## src/hdl/svwd_defs.svh

```systemverilog
// Timing constants for the supervisor / window watchdog control block.
// Assumes a 200 MHz core clock; counts derive from times in us and ms.
`ifndef SVWD_DEFS_SVH
`define SVWD_DEFS_SVH

`define SVWD_CLK_PERIOD_NS     5
`define SVWD_CLASSIFY_US       381
`define SVWD_CLASSIFY_CYC      ((`SVWD_CLASSIFY_US * 1000) / `SVWD_CLK_PERIOD_NS)
`define SVWD_SETTLE_US         150
`define SVWD_SETTLE_CYC        ((`SVWD_SETTLE_US * 1000) / `SVWD_CLK_PERIOD_NS)
`define SVWD_RST_OPEN_MS       200
`define SVWD_RST_PULL_MS       10
`define SVWD_RST_CAP_MIN_US    703
`define SVWD_RST_CAP_MAX_MS    3220
`define SVWD_MS_CYC            64'd200000
`define SVWD_US_CYC            64'd200
`define SVWD_WDU_OPEN_MS       55
`define SVWD_WDU_PULL_MS       109
`define SVWD_CNT_W             32

`endif

```

## src/hdl/svwd_pkg.sv

```systemverilog
// Types shared by the supervisor / window watchdog control block.
// Assumes svwd_defs.svh for numeric constants.
package svwd_pkg;

  typedef enum logic [1:0] {
    SVWD_OPT_OPEN,
    SVWD_OPT_PULLUP,
    SVWD_OPT_CAP
  } svwd_opt_t;

  typedef enum logic [1:0] {
    SVWD_RATIO_1_8,
    SVWD_RATIO_DIS,
    SVWD_RATIO_3_4,
    SVWD_RATIO_1_2
  } svwd_mode_t;

  typedef enum logic [1:0] {
    SVWD_CL_IDLE,
    SVWD_CL_MEASURE,
    SVWD_CL_DONE
  } svwd_cl_state_t;

  typedef enum logic [1:0] {
    SVWD_WD_OFF,
    SVWD_WD_SETTLE,
    SVWD_WD_RUN,
    SVWD_WD_FAULT
  } svwd_wd_state_t;

  // Analog comparator results and supply status
  typedef struct packed {
    logic supply_ok;
    logic below_uv;
    logic above_ov;
  } svwd_sense_t;

  // Raw pin observations of the reset delay configuration pin
  typedef struct packed {
    logic pin_high;
    logic pin_cap;
  } svwd_cfgpin_t;

endpackage : svwd_pkg

```

## src/hdl/svwd_top.sv

```systemverilog
// Control logic of a voltage supervisor with window watchdog.
// Assumes comparator results and pins are synchronous to clk.
// Assumes one clock of the period in svwd_defs.svh; every delay is a cycle count.
// Assumes the host changes one select pin at a time and holds kicks idle high.
`timescale 1ns/1ps
`include "svwd_defs.svh"

module svwd_top #(
  parameter bit                    ADJUSTABLE   = 1'b0,
  parameter logic [`SVWD_CNT_W-1:0] RST_OPEN_CYC = `SVWD_CNT_W'(`SVWD_RST_OPEN_MS * `SVWD_MS_CYC),
  parameter logic [`SVWD_CNT_W-1:0] RST_PULL_CYC = `SVWD_CNT_W'(`SVWD_RST_PULL_MS * `SVWD_MS_CYC),
  parameter logic [`SVWD_CNT_W-1:0] WDU_OPEN_CYC = `SVWD_CNT_W'(`SVWD_WDU_OPEN_MS * `SVWD_MS_CYC),
  parameter logic [`SVWD_CNT_W-1:0] WDU_PULL_CYC = `SVWD_CNT_W'(`SVWD_WDU_PULL_MS * `SVWD_MS_CYC)
) (
  input  wire logic                   clk,
  input  wire logic                   rst_n,
  input  wire svwd_pkg::svwd_sense_t  sense,
  input  wire svwd_pkg::svwd_cfgpin_t reset_delay_config_pin,
  input  wire logic [`SVWD_CNT_W-1:0] cap_delay_cyc,
  input  wire logic [`SVWD_CNT_W-1:0] cap_window_cyc,
  input  wire logic                   watchdog_timing_cap,
  input  wire logic                   ratio_select_a,
  input  wire logic                   ratio_select_b,
  input  wire logic                   watchdog_kick_input,
  output logic                        reset_out_o,
  output logic                        reset_out_oe,
  output logic                        watchdog_fault_output_o,
  output logic                        watchdog_fault_output_oe,
  output svwd_pkg::svwd_opt_t         delay_option,
  output logic                        watchdog_enabled
);
  import svwd_pkg::*;

  // Settle and capacitor limits in clock cycles
  localparam logic [`SVWD_CNT_W-1:0] SETTLE_CYC  = `SVWD_CNT_W'(`SVWD_SETTLE_CYC);
  localparam logic [`SVWD_CNT_W-1:0] CAP_MIN_CYC = `SVWD_CNT_W'(`SVWD_RST_CAP_MIN_US * `SVWD_US_CYC);
  localparam logic [`SVWD_CNT_W-1:0] CAP_MAX_CYC = `SVWD_CNT_W'(`SVWD_RST_CAP_MAX_MS * `SVWD_MS_CYC);

  // ****************************************
  // Elaboration checks
  // ****************************************
  if (RST_OPEN_CYC == '0 || RST_PULL_CYC == '0) begin : g_bad_delay
    $error("svwd_top: reset delay counts must be nonzero");
  end
  if (WDU_OPEN_CYC < 32'd8 || WDU_PULL_CYC < 32'd8) begin : g_bad_window
    $error("svwd_top: upper window counts must be at least 8 cycles");
  end
  if (`SVWD_CNT_W < 32) begin : g_bad_width
    $error("svwd_top: counter width too small for the longest delay");
  end
  if (CAP_MIN_CYC >= CAP_MAX_CYC) begin : g_bad_cap
    $error("svwd_top: capacitor delay range is empty");
  end

  // Select pins to mode, used for both live and latched codes
  function automatic svwd_mode_t sel_mode(input logic a, input logic b);
    if (a && !b) begin
      sel_mode = SVWD_RATIO_DIS;
    end else if (!a && !b) begin
      sel_mode = SVWD_RATIO_1_8;
    end else if (!a && b) begin
      sel_mode = SVWD_RATIO_3_4;
    end else begin
      sel_mode = SVWD_RATIO_1_2;
    end
  endfunction : sel_mode

  // Lower bound from upper bound and ratio
  function automatic logic [`SVWD_CNT_W-1:0] lower_of(input logic [`SVWD_CNT_W-1:0] up,
                                                       input svwd_mode_t m);
    case (m)
      SVWD_RATIO_1_8: lower_of = up >> 3;
      SVWD_RATIO_3_4: lower_of = (up >> 1) + (up >> 2);
      default:        lower_of = up >> 1;
    endcase
  endfunction : lower_of

  // Capacitor delay held to its programmable range
  function automatic logic [`SVWD_CNT_W-1:0] clamp_cap(input logic [`SVWD_CNT_W-1:0] d);
    if (d < CAP_MIN_CYC) begin
      clamp_cap = CAP_MIN_CYC;
    end else if (d > CAP_MAX_CYC) begin
      clamp_cap = CAP_MAX_CYC;
    end else begin
      clamp_cap = d;
    end
  endfunction : clamp_cap

  typedef struct packed {
    logic                   in_window;
    logic                   rst_active;
    logic [`SVWD_CNT_W-1:0] rst_cnt;
    logic                   cl_wait;
    svwd_mode_t             ratio_lat;
    svwd_wd_state_t         wd_st;
    logic [`SVWD_CNT_W-1:0] wd_cnt;
    logic                   first_kick;
    logic                   kick_d;
    logic                   was_enabled;
    logic                   flt_at_off;
  } svwd_st_t;

  svwd_st_t state_reg;
  svwd_st_t state_next;

  logic       cl_start;
  logic       cl_busy;
  svwd_opt_t  cl_opt;
  svwd_mode_t live_mode;
  logic       window_ok;
  logic       kick_fall;
  logic [`SVWD_CNT_W-1:0] delay_cyc;
  logic [`SVWD_CNT_W-1:0] upper_cyc;
  logic [`SVWD_CNT_W-1:0] lower_cyc;
  logic [`SVWD_CNT_W-1:0] cap_clamped;

  // ****************************************
  // Configuration pin classification
  // ****************************************
  svwd_classifier u_classifier (
    .clk    (clk),
    .rst_n  (rst_n),
    .start  (cl_start),
    .obs    (reset_delay_config_pin),
    .busy   (cl_busy),
    .option (cl_opt)
  );

  // ****************************************
  // Derived timing and window decisions
  // ****************************************
  always_comb begin
    // Adjustable variant has no overvoltage check
    window_ok = sense.supply_ok && !sense.below_uv && (ADJUSTABLE || !sense.above_ov);
    // Entry edge only; a rail that stays valid is not re-evaluated
    cl_start  = window_ok && !state_reg.in_window;
    live_mode = sel_mode(ratio_select_a, ratio_select_b);
    // Kick detector idles high, so reset leaves no false edge
    kick_fall = state_reg.kick_d && !watchdog_kick_input;
    cap_clamped = clamp_cap(cap_delay_cyc);
    // Delay follows the classified option
    case (cl_opt)
      SVWD_OPT_CAP:    delay_cyc = cap_clamped;
      SVWD_OPT_PULLUP: delay_cyc = RST_PULL_CYC;
      default:         delay_cyc = RST_OPEN_CYC;
    endcase
    if (watchdog_timing_cap) begin
      upper_cyc = cap_window_cyc;
    end else if (reset_delay_config_pin.pin_high) begin
      upper_cyc = WDU_PULL_CYC;
    end else begin
      upper_cyc = WDU_OPEN_CYC;
    end
    // Lower bound follows the ratio latched at the last reset event
    lower_cyc = lower_of(upper_cyc, state_reg.ratio_lat);
  end

  // ****************************************
  // Next state
  // ****************************************
  always_comb begin
    state_next        = state_reg;
    state_next.kick_d = watchdog_kick_input;
    state_next.in_window = window_ok;

    // Reset output supervision
    if (!window_ok) begin
      state_next.rst_active = 1'b1;
      state_next.cl_wait    = 1'b0;
      state_next.rst_cnt    = '0;
      // Ratio only re-latched while the rail is out
      state_next.ratio_lat  = live_mode;
    end else if (cl_start) begin
      state_next.cl_wait = 1'b1;
      state_next.rst_cnt = '0;
    end else if (state_reg.rst_active) begin
      if (state_reg.cl_wait) begin
        state_next.cl_wait = cl_busy;
      end else if (state_reg.rst_cnt >= delay_cyc - 1'b1) begin
        state_next.rst_active = 1'b0;
      end else begin
        state_next.rst_cnt = state_reg.rst_cnt + 1'b1;
      end
    end

    // Window watchdog
    state_next.was_enabled = (live_mode != SVWD_RATIO_DIS);
    if (state_reg.rst_active) begin
      state_next.wd_st      = SVWD_WD_OFF;
      state_next.wd_cnt     = '0;
      state_next.first_kick = 1'b1;
      state_next.flt_at_off = 1'b0;
    end else if (live_mode == SVWD_RATIO_DIS) begin
      state_next.wd_st = SVWD_WD_OFF;
      state_next.wd_cnt = '0;
      state_next.first_kick = 1'b1;
      // Remember a fault cut short by the disable
      state_next.flt_at_off = state_reg.flt_at_off || (state_reg.wd_st == SVWD_WD_FAULT);
    end else begin
      case (state_reg.wd_st)
        SVWD_WD_OFF: begin
          state_next.wd_cnt     = '0;
          state_next.first_kick = 1'b1;
          state_next.flt_at_off = 1'b0;
          if (!state_reg.was_enabled || state_reg.in_window) begin
            state_next.wd_st = SVWD_WD_SETTLE;
          end
        end
        SVWD_WD_SETTLE: begin
          // Kicks ignored while settling
          // Count may start below zero to add a full delay first
          state_next.wd_cnt = state_reg.wd_cnt + 1'b1;
          if (state_reg.wd_cnt == SETTLE_CYC - 1'b1) begin
            state_next.wd_st  = SVWD_WD_RUN;
            state_next.wd_cnt = '0;
          end
        end
        SVWD_WD_RUN: begin
          // First kick after enable or fault only needs the upper bound
          state_next.wd_cnt = state_reg.wd_cnt + 1'b1;
          if (kick_fall) begin
            state_next.wd_cnt     = '0;
            state_next.first_kick = 1'b0;
            if (!state_reg.first_kick && state_reg.wd_cnt < lower_cyc) begin
              state_next.wd_st = SVWD_WD_FAULT;
            end
          end else if (state_reg.wd_cnt >= upper_cyc - 1'b1) begin
            state_next.wd_st  = SVWD_WD_FAULT;
            state_next.wd_cnt = '0;
          end
          if (state_next.wd_st == SVWD_WD_FAULT) begin
            state_next.wd_cnt = '0;
          end
        end
        default: begin
          // Fault held one delay period
          state_next.wd_cnt = state_reg.wd_cnt + 1'b1;
          if (state_reg.wd_cnt >= delay_cyc - 1'b1) begin
            state_next.wd_st      = SVWD_WD_RUN;
            state_next.wd_cnt     = '0;
            state_next.first_kick = 1'b1;
          end
        end
      endcase
    end

    // Fixed delay re-enables as usual; capacitor delay, after a fault cut short by the disable, first waits a full delay
    if (!state_reg.rst_active && live_mode != SVWD_RATIO_DIS && !state_reg.was_enabled
        && state_reg.wd_st == SVWD_WD_OFF && state_reg.flt_at_off && cl_opt == SVWD_OPT_CAP) begin
      state_next.wd_st      = SVWD_WD_SETTLE;
      state_next.wd_cnt     = '0 - delay_cyc;
      state_next.flt_at_off = 1'b0;
    end
  end

  always_ff @(posedge clk) begin
    if (!rst_n) begin
      state_reg <= '{in_window: 1'b0, rst_active: 1'b1, rst_cnt: '0, cl_wait: 1'b0,
                     ratio_lat: SVWD_RATIO_1_8, wd_st: SVWD_WD_OFF, wd_cnt: '0,
                     first_kick: 1'b1, kick_d: 1'b1, was_enabled: 1'b0, flt_at_off: 1'b0};
    end else begin
      state_reg <= state_next;
    end
  end

  // ****************************************
  // Open-drain outputs
  // ****************************************
  assign reset_out_o              = 1'b0;
  assign reset_out_oe             = state_reg.rst_active;
  assign watchdog_fault_output_o  = 1'b0;
  // Fault is released whenever reset is asserted
  assign watchdog_fault_output_oe = (state_reg.wd_st == SVWD_WD_FAULT) && !state_reg.rst_active;
  assign delay_option             = cl_opt;
  assign watchdog_enabled         = (state_reg.wd_st == SVWD_WD_RUN);

endmodule : svwd_top

```

## src/hdl/svwd_classifier.sv

```systemverilog
// Classifier for the reset-delay configuration pin.
// Assumes pin observation inputs synchronous to clk.
`timescale 1ns/1ps
`include "svwd_defs.svh"

module svwd_classifier (
  input  wire logic                   clk,
  input  wire logic                   rst_n,
  input  wire logic                   start,
  input  wire svwd_pkg::svwd_cfgpin_t obs,
  output logic                        busy,
  output svwd_pkg::svwd_opt_t         option
);
  import svwd_pkg::*;

  localparam logic [`SVWD_CNT_W-1:0] CL_CYC = `SVWD_CNT_W'(`SVWD_CLASSIFY_CYC);

  typedef struct packed {
    svwd_cl_state_t         st;
    logic [`SVWD_CNT_W-1:0] cnt;
    svwd_opt_t              opt;
  } svwd_cl_t;

  svwd_cl_t state_reg;
  svwd_cl_t state_next;

  always_comb begin
    state_next = state_reg;
    case (state_reg.st)
      SVWD_CL_IDLE: begin
        if (start) begin
          state_next.st  = SVWD_CL_MEASURE;
          state_next.cnt = '0;
        end
      end
      SVWD_CL_MEASURE: begin
        // Fixed-length evaluation, decided at its end
        state_next.cnt = state_reg.cnt + 1'b1;
        if (start) begin
          // Re-entry restarts the evaluation
          state_next.cnt = '0;
        end else if (state_reg.cnt == CL_CYC - 1'b1) begin
          state_next.st = SVWD_CL_DONE;
          if (obs.pin_cap) begin
            state_next.opt = SVWD_OPT_CAP;
          end else if (obs.pin_high) begin
            state_next.opt = SVWD_OPT_PULLUP;
          end else begin
            state_next.opt = SVWD_OPT_OPEN;
          end
        end
      end
      default: begin
        if (start) begin
          state_next.st  = SVWD_CL_MEASURE;
          state_next.cnt = '0;
        end
      end
    endcase
  end

  always_ff @(posedge clk) begin
    if (!rst_n) begin
      state_reg <= '{st: SVWD_CL_IDLE, cnt: '0, opt: SVWD_OPT_OPEN};
    end else begin
      state_reg <= state_next;
    end
  end

  assign busy   = (state_reg.st != SVWD_CL_DONE);
  assign option = state_reg.opt;

endmodule : svwd_classifier

```

## config.mk

```make
export PLATFORM = sky130hd
export DESIGN_NAME = svwd_top
export DESIGN_NICKNAME = d
export VERILOG_FILES = /design/src/hdl/svwd_pkg.sv /design/src/hdl/svwd_top.sv /design/src/hdl/svwd_classifier.sv
export VERILOG_INCLUDE_DIRS = /design/src /design/src/hdl
export SDC_FILE = /design/constraint.sdc
export NUM_CORES = 1
export LEC_CHECK = 0
export ABC_AREA = 1
export ABC_CLOCK_PERIOD_IN_PS = 6400
export BUFFER_PORTS_ARGS = -buffer_cell sky130_fd_sc_hd__buf_2
export CORE_MARGIN = 3
export CORE_UTILIZATION = 40
export CTS_BUF_LIST = sky130_fd_sc_hd__clkbuf_8
export CTS_CLUSTER_DIAMETER = 50
export DETAILED_ROUTE_END_ITERATION = 10
export PLACE_DENSITY = 0.63
export SYNTH_ARGS = -nofsm -noshare
export SYNTH_HDL_FRONTEND = slang
export SYNTH_SLANG_ARGS = --single-unit
```

## constraint.sdc

```tcl
create_clock -name clk -period 6.4 [get_ports clk]
set_input_delay 0.32 -clock clk [delete_from_list [all_inputs] [get_ports clk]]
set_output_delay 0.32 -clock clk [all_outputs]
set_load 0.05 [all_outputs]
```

==> key figures, run 1 <==
Clock tree
  • # H-tree levels: 3
  • CTS clk-pin slew, worst paths: 0.12 ns
  • TritonCTS clock tree: done
  • Clock Path Buffers: 2
  • TritonCTS Buffers: 9
  • Clk Latency, worst-skew pair: 0.41 ns
  • Clk sinks: 111
  • Clk root buf: clkbuf_8

Floorplan
  • DIE HEIGHT: 190 µm
  • Initial core utilization: 41.1%
  • FP Rows: 66
  • Number of I/O pins: 82
  • Core area: 33000 µm²
  • Die width: 190 µm
  • Die ar.: 36200 µm²

Status
  • Status: complete, no violations

Finish
  • Fillers: 3518
  • Area of the multi-input gates: 10000 µm²
  • N_diodes: 0
  • Share of cells above drive strength 1: 7.63%
  • Area Overhead vs Synth: 7.10%
  • Final #Nets: 2437
  • Util after Layout: 44.0%
  • Fin area: 14500 µm²
  • Sequential cell area: 2220 µm²
  • Max reg flops: 74

Hold path
  • Hold Path Depth: 3
  • Hold Path Origin: watchdog_kick_input
  • WHS Endpoint: state_reg[2]
  • HP Class: in -> reg

Timing
  • Clock skew: 0.0179 ns
  • Ratio of final minimum period to clock period: 86.1%
  • Worst setup margin: 0.891 ns
  • Fmax: 182 MHz
  • Final min period: 5.51 ns
  • Final hold viol count: 0
  • RSZ-0062 raised after global routing: no
  • Setup TNS: 0 ns
  • Rel. slew slack: 21.2%
  • Slew Viols, Final: 0
  • Worst slew pin tran: 1.18 ns
  • Final setup vio count: 0

Synth
  • Syn. warnings: 0
  • Ys async rst share: 0%
  • Top FF cell, synth: dfxtp_1
  • Syn Area/Cell: 6.41 µm²
  • Cells after Synth: 2118
  • Post-synth EDFFs: 0
  • Post-synth cell types: 58
  • FF+latch count, synth: 111
  • Post-Syn Area: 13600 µm²
  • Sequential area share after synthesis: 16.4%

Pwr
  • Max rail drop VDD: 0.000104 V
  • Flop pwr share: 45.3%
  • Pwr Density: 106 nW/µm²
  • Switching Share: 35.0%
  • Clk pwr share: 29.3%
  • Pleak: 0.00670 µW
  • P_int: 999 µW
  • Combinational power share: 25.4%
  • Switch Pwr: 538 µW

Place
  • Cell Area, Placed: 14300 µm²
  • Dpl hpwl: 32500 µm
  • GPL Wtd Cong: 0.959
  • Placement Setup Slack: 0.515 ns
  • Number of port buffers: 79

Worst setup path
  • Worst Reg-to-Reg Cells: 31
  • RR Endpoint: state_reg[6]
  • R2R setup slack: 1.02 ns
  • CP Class: in -> reg
  • Slowest CP cell: ha_1
  • Slowest stage delay, CP: 0.41 ns
  • CP top delay family: compound AO/OA/AOI/OAI gates
  • Reg2reg start: u_classifier.option[0]
  • Worst Path Required: 6.73 ns
  • CP Launch Type: input port
  • Worst Path Buf+Inv: 3
  • Top fanout value on the critical path: 17
  • CP arrival: 5.84 ns
  • Crit end category: flop

Route
  • Vias: 14.2k
  • Antenna viol nets, final: 0
  • Wire per inst: 15.3 µm
  • Iter 0 DRT Violations: 929
  • Vias/cell: 5.42
  • First-pass DRT Iterations: 5
  • # DRC: 0
  • Post-Route WL: 40200 µm

GRT
  • Vias in the first global route: 13.4k
  • Gr usage total: 21.9%
  • First-pass GRT wire length: 65800 µm
  • Antenna violations before repair: 0
  • Largest net degree at the start of global routing: 42
  • Grt ovf: 0

Job
  • Max-capacitance violation count: 0
## cells in the mapped netlist, types with 3 or more instances
master	instances	share of area, %
a31oi_1	5	0.23
a211oi_1	8	0.44
ha_1	190	18
o21ai_1	3	0.11
dfxtp_1	111	16
o21a_1	9	0.50
buf_6	8	0.66
buf_2	4	0.15
nand3_1	133	4.9
nand2_1	419	12
nand4_1	74	3.4
or2_2	6	0.28
nor3_1	59	2.2
nand3b_1	5	0.28
xor2_1	92	5.9
o21ai_0	91	3.4
o22ai_1	3	0.14
o211ai_1	6	0.33
buf_4	9	0.50
nor2_2	20	0.92
nor2_1	207	5.7
nor4_1	25	1.2
inv_1	278	7.7
o21bai_1	6	0.33
clkbuf_1	28	0.77
a21oi_1	207	7.6
nand2_2	7	0.32
nand3_2	4	0.29
o221ai_1	27	1.7
xnor2_1	24	1.5
a21o_1	7	0.39
inv_2	7	0.19
## stage by stage
stage          cells  power [µW]  hold WS [ns]
2_1_floorplan   2122         991         0.389
3_3_place_gp    2602        1090         0.450
3_5_place_dp    2602        1100         0.467
4_1_cts         2618        1550        0.0650
5_1_grt         2618        1640        0.0908
6_report        2618        1540        0.0998
## cell families (layout without fill, tap and decap cells)
logic type,after synthesis,count (layout),share of synthesized area (%)
AO/OA/AOI/OAI,384,384,16.0
XOR/XNOR,116,116,7.48
AND/OR/NAND/NOR,976,976,32.4
flip-flops,111,111,16.4
buffers and inverters,338,392,10.1
other,2,6,0.0553
adder cells (fa/ha/maj),191,191,17.7
## worst reg2reg max path, delay by kind of cell (launching register included)
kind,cells,cell delay [ns]
flip-flops,1,0.42
adder cells (fa/ha/maj),2,0.73
XOR/XNOR,1,0.44
AND/OR/NAND/NOR,19,2.57
buffers and inverters,7,0.79
AO/OA/AOI/OAI,2,0.34
## worst max-delay path by stage
stage,slack [ns],to,depth (start not counted),start
after floorplan,1.11,state_reg[36],36,watchdog_timing_cap
after global placement,0.73,state_reg[36],34,watchdog_timing_cap
after detailed placement,0.51,state_reg[36],34,watchdog_timing_cap
after CTS,0.96,state_reg[36],34,watchdog_timing_cap
after global routing,0.07,state_reg[36],34,watchdog_timing_cap
final,0.89,state_reg[36],34,watchdog_timing_cap
## layout make-up
| cell class | instances | share of cell area, % |
|---|---|---|
| clock inverters | 6 | 0.499 |
| multi-input cells | 1673 | 68.8 |
| well taps | 442 | 3.80 |
| repair buffers | 89 | 3.23 |
| clock buffers | 10 | 0.946 |
| flip-flops and latches | 111 | 15.3 |
| inverters | 287 | 7.43 |
## metal layers
metal | share of wire (%) | global-route usage, % | vias to the layer above
li1 | - | - | 7225
met1 | 46 | 29.2 | 6589
met2 | 48 | 38.0 | 331
met3 | 5.2 | 2.90 | 49
met4 | 1.5 | 4.85 | 0
met5 | 0 | 0 | -
## power groups by stage
stage / Combinational, µW / Clock, µW / Sequential (µW)
after floorplan: 281 / 0 / 710
after CTS: 389 / 469 / 697
after global placement: 382 / 0 / 712
final: 390 / 450 / 697
after global routing: 445 / 498 / 697
after detailed placement: 386 / 0 / 712
## cell usage in the layout (no fill, tap or decap), types with 3 or more instances in the layout
cell	netlist	routed
o22ai_1	3	3
nand2_1	419	419
clkbuf_8	0	10
a21o_1	7	7
nand3_2	4	4
conb_1	2	6
inv_1	278	277
nand4_1	74	74
ha_1	190	190
o21ai_0	91	90
inv_2	7	7
nand3b_1	5	5
o21a_1	9	9
nor2_1	207	206
nor3_1	59	59
a21oi_1	207	207
or2_2	6	6
nor2_2	20	21
nor4_1	25	25
o221ai_1	27	27
buf_2	4	79
o211ai_1	6	6
dfxtp_1	111	111
a31oi_1	5	5
buf_4	9	10
nand3_1	133	133
nand2_2	7	7
o21bai_1	6	6
a211oi_1	8	8
xnor2_1	24	24
xor2_1	92	92
o21ai_1	3	4
## repair_timing
item	4_1_cts	5_1_grt
endpoints found under the setup margin	0	1
gates resized for setup	0	2
setup buffers	0	0
hold buffers	0	0
(Power assumes the default switching activity.)
==> inputs of run 2 (changes only) <==
CORE_UTILIZATION = 25   (was 40)
PLACE_DENSITY = default   (was 0.63)
PLACE_DENSITY_LB_ADDON = 0.08   (was default)
==> key figures, run 2 (synthesis gave the netlist of run 1 again) <==
Worst setup path
  • Reg2reg start: u_classifier.option[0]
  • Worst Reg-to-Reg Cells: 30 (-3.2%)
  • Worst Path Required: 6.75 ns (+0.02 ns)
  • CP dominant cell by count: o21ai_0
  • CP Class: in -> reg
  • Crit end category: flop
  • RR Endpoint: state_reg[8]
  • Top fanout value on the critical path: 17 (unchanged)
  • R2R setup slack: 0.90 ns (-0.12 ns)
  • CP Launch Type: input port
  • CP arrival: 5.88 ns (+0.04 ns)
  • Slowest stage delay, CP: 0.31 ns (-0.10 ns)
  • Slowest CP cell: inv_1
  • Worst Path Buf+Inv: 5 (+2)
  • CP top delay family: compound AO/OA/AOI/OAI gates

Hold path
  • Hold Path Origin: watchdog_kick_input
  • WHS Endpoint: state_reg[2]
  • Hold Path Depth: 3 (unchanged)
  • HP Class: in -> reg

Route
  • Post-Route WL: 47800 µm (+19%)
  • Wire per inst: 16.7 µm (+8.6%)
  • Vias/cell: 4.81 (-11%)
  • Iter 0 DRT Violations: 688 (-26%)
  • # DRC: 0 (unchanged)
  • Vias: 13.8k (-2.8%)
  • Antenna viol nets, final: 0 (unchanged)
  • First-pass DRT Iterations: 5 (unchanged)

Floorplan
  • Number of I/O pins: 82 (unchanged)
  • DIE HEIGHT: 239 µm (+26%)
  • Die width: 239 µm (+26%)
  • Core area: 53200 µm² (+61%)
  • Die ar.: 57200 µm² (+58%)
  • FP Rows: 84 (+27%)
  • Initial core utilization: 25.5% (-16 points)

Timing
  • Final setup vio count: 0 (unchanged)
  • Fmax: 181 MHz (-0.48%)
  • Slew Viols, Final: 0 (unchanged)
  • Worst slew pin tran: 1.06 ns (-0.113 ns)
  • Clock skew: 0.0196 ns (+0.00168 ns)
  • Setup TNS: 0 ns (unchanged)
  • RSZ-0062 raised after global routing: no
  • Rel. slew slack: 29.0% (+7.8 points)
  • Final hold viol count: 0 (unchanged)
  • Fin Hold WS: 0.0648 ns (-0.0350 ns)
  • Final min period: 5.54 ns (+0.0265 ns)
  • Ratio of final minimum period to clock period: 86.5% (+0.41 points)

Finish
  • Commonest cells after routing, fill and taps aside: 419 x nand2_1, 277 x inv_1, 207 x a21oi_1
  • Area Overhead vs Synth: 9.70%
  • Share of cells above drive strength 1: 7.75% (+0.12 points)
  • Most common cell after layout, fill and taps aside: nand2_1
  • Final #Nets: 2441 (+0.16%)
  • Fillers: 6005 (+71%)
  • Max reg flops: 74 (unchanged)
  • N_diodes: 0 (unchanged)

Place
  • GPL Wtd Cong: 0.849 (-11%)
  • Number of port buffers: 79 (unchanged)
  • Dpl hpwl: 39300 µm (+21%)

Clock tree
  • Clock Path Buffers: 2 (unchanged)
  • Clk Latency, worst-skew pair: 0.43 ns (+0.02 ns)
  • CTS clk-pin slew, worst paths: 0.14 ns (+0.02 ns)
  • TritonCTS clock tree: done
  • Resized Gates After CTS: 0 (unchanged)
  • Clk root buf: clkbuf_8
  • Setup bufs post-CTS: 0 (unchanged)
  • Hold buffers post-CTS: 0 (unchanged)
  • # H-tree levels: 3 (unchanged)
  • TritonCTS Buffers: 9 (unchanged)
  • Clk sinks: 111 (unchanged)

Job
  • Max-capacitance violation count: 0 (unchanged)

GRT
  • Vias in the first global route: 13.6k (+1.4%)
  • Largest net degree at the start of global routing: 42 (unchanged)
  • Gr usage total: 16.6% (-5.4 points)
  • First-pass GRT wire length: 75300 µm (+14%)
  • Grt ovf: 0 (unchanged)
  • Antenna violations before repair: 0 (unchanged)

Pwr
  • Pwr Density: 109 nW/µm² (+2.8%)
  • Pleak: 0.00673 µW (+0.46%)
  • Power, Total: 1620 µW (+5.3%)
  • Max rail drop VDD: 0.0000865 V (-17%)

Status
  • Status: complete, no violations
## run 2: changes by cell type in the layout (fill, tap and decap cells not counted), sizes merged
cell      change
buf           +4
clkinvlp      -1
clkbuf        -1
inv           +1
bufinv        +1
## run 2: area by class of cell
type	count	area, µm²	share of cell area (%)
Sequential cell	111	2220	14.9
Multi-Input combinational cell	1673	10000	67.2
Tap cell	688	861	5.78
Timing Repair Buffer	93	500	3.36
Clock inverter	7	105	0.705
Clock buffer	9	124	0.831
Inverter	287	1080	7.23
## run 2: tightest hold or removal path: stages
cell and delay [ns]:
buf_2 0.07, inv_1 0.04, nand2_1 0.04
## run 2: per-layer routing
layer / vias up / share of wire (%) / track usage, % / wire (µm)
li1: 7228 / - / - / -
met1: 6392 / 49 / 22.2 / 23300
met2: 160 / 48 / 29.3 / 23000
met3: 18 / 2.7 / 2.09 / 1280
met4: 0 / 0.55 / 1.98 / 265
met5: - / 0 / 0 / 0
## run 2: worst max path at each step
stage | slack (ns) | cells past startpoint | endpoint | startpoint
final | 0.86 | 35 | state_reg[36] | watchdog_timing_cap
after floorplan | 1.11 | 36 | state_reg[36] | watchdog_timing_cap
after global placement | 0.55 | 33 | state_reg[36] | watchdog_timing_cap
after global routing | 0.1 | 35 | state_reg[36] | watchdog_timing_cap
after detailed placement | 0.40 | 35 | state_reg[36] | watchdog_timing_cap
after CTS | 0.87 | 30 | state_reg[8] | u_classifier.option[0]
## run 2: power breakdown
part,internal [µW],switching (µW)
combinational,143,262
clock,199,317
sequential,693,3.52
total,1040,583
## run 2: per-stage QoR
step                cells  util [%]  cell area [µm²]  setup WS, ns
CTS                  2868      28.0            14900         0.868
floorplan            2122         -            13600          1.11
global route         2868      28.0            14900        0.0953
global placement     2852      27.6            14700         0.550
detailed placement   2852      27.6            14700         0.400
finish               2868      28.0            14900         0.864
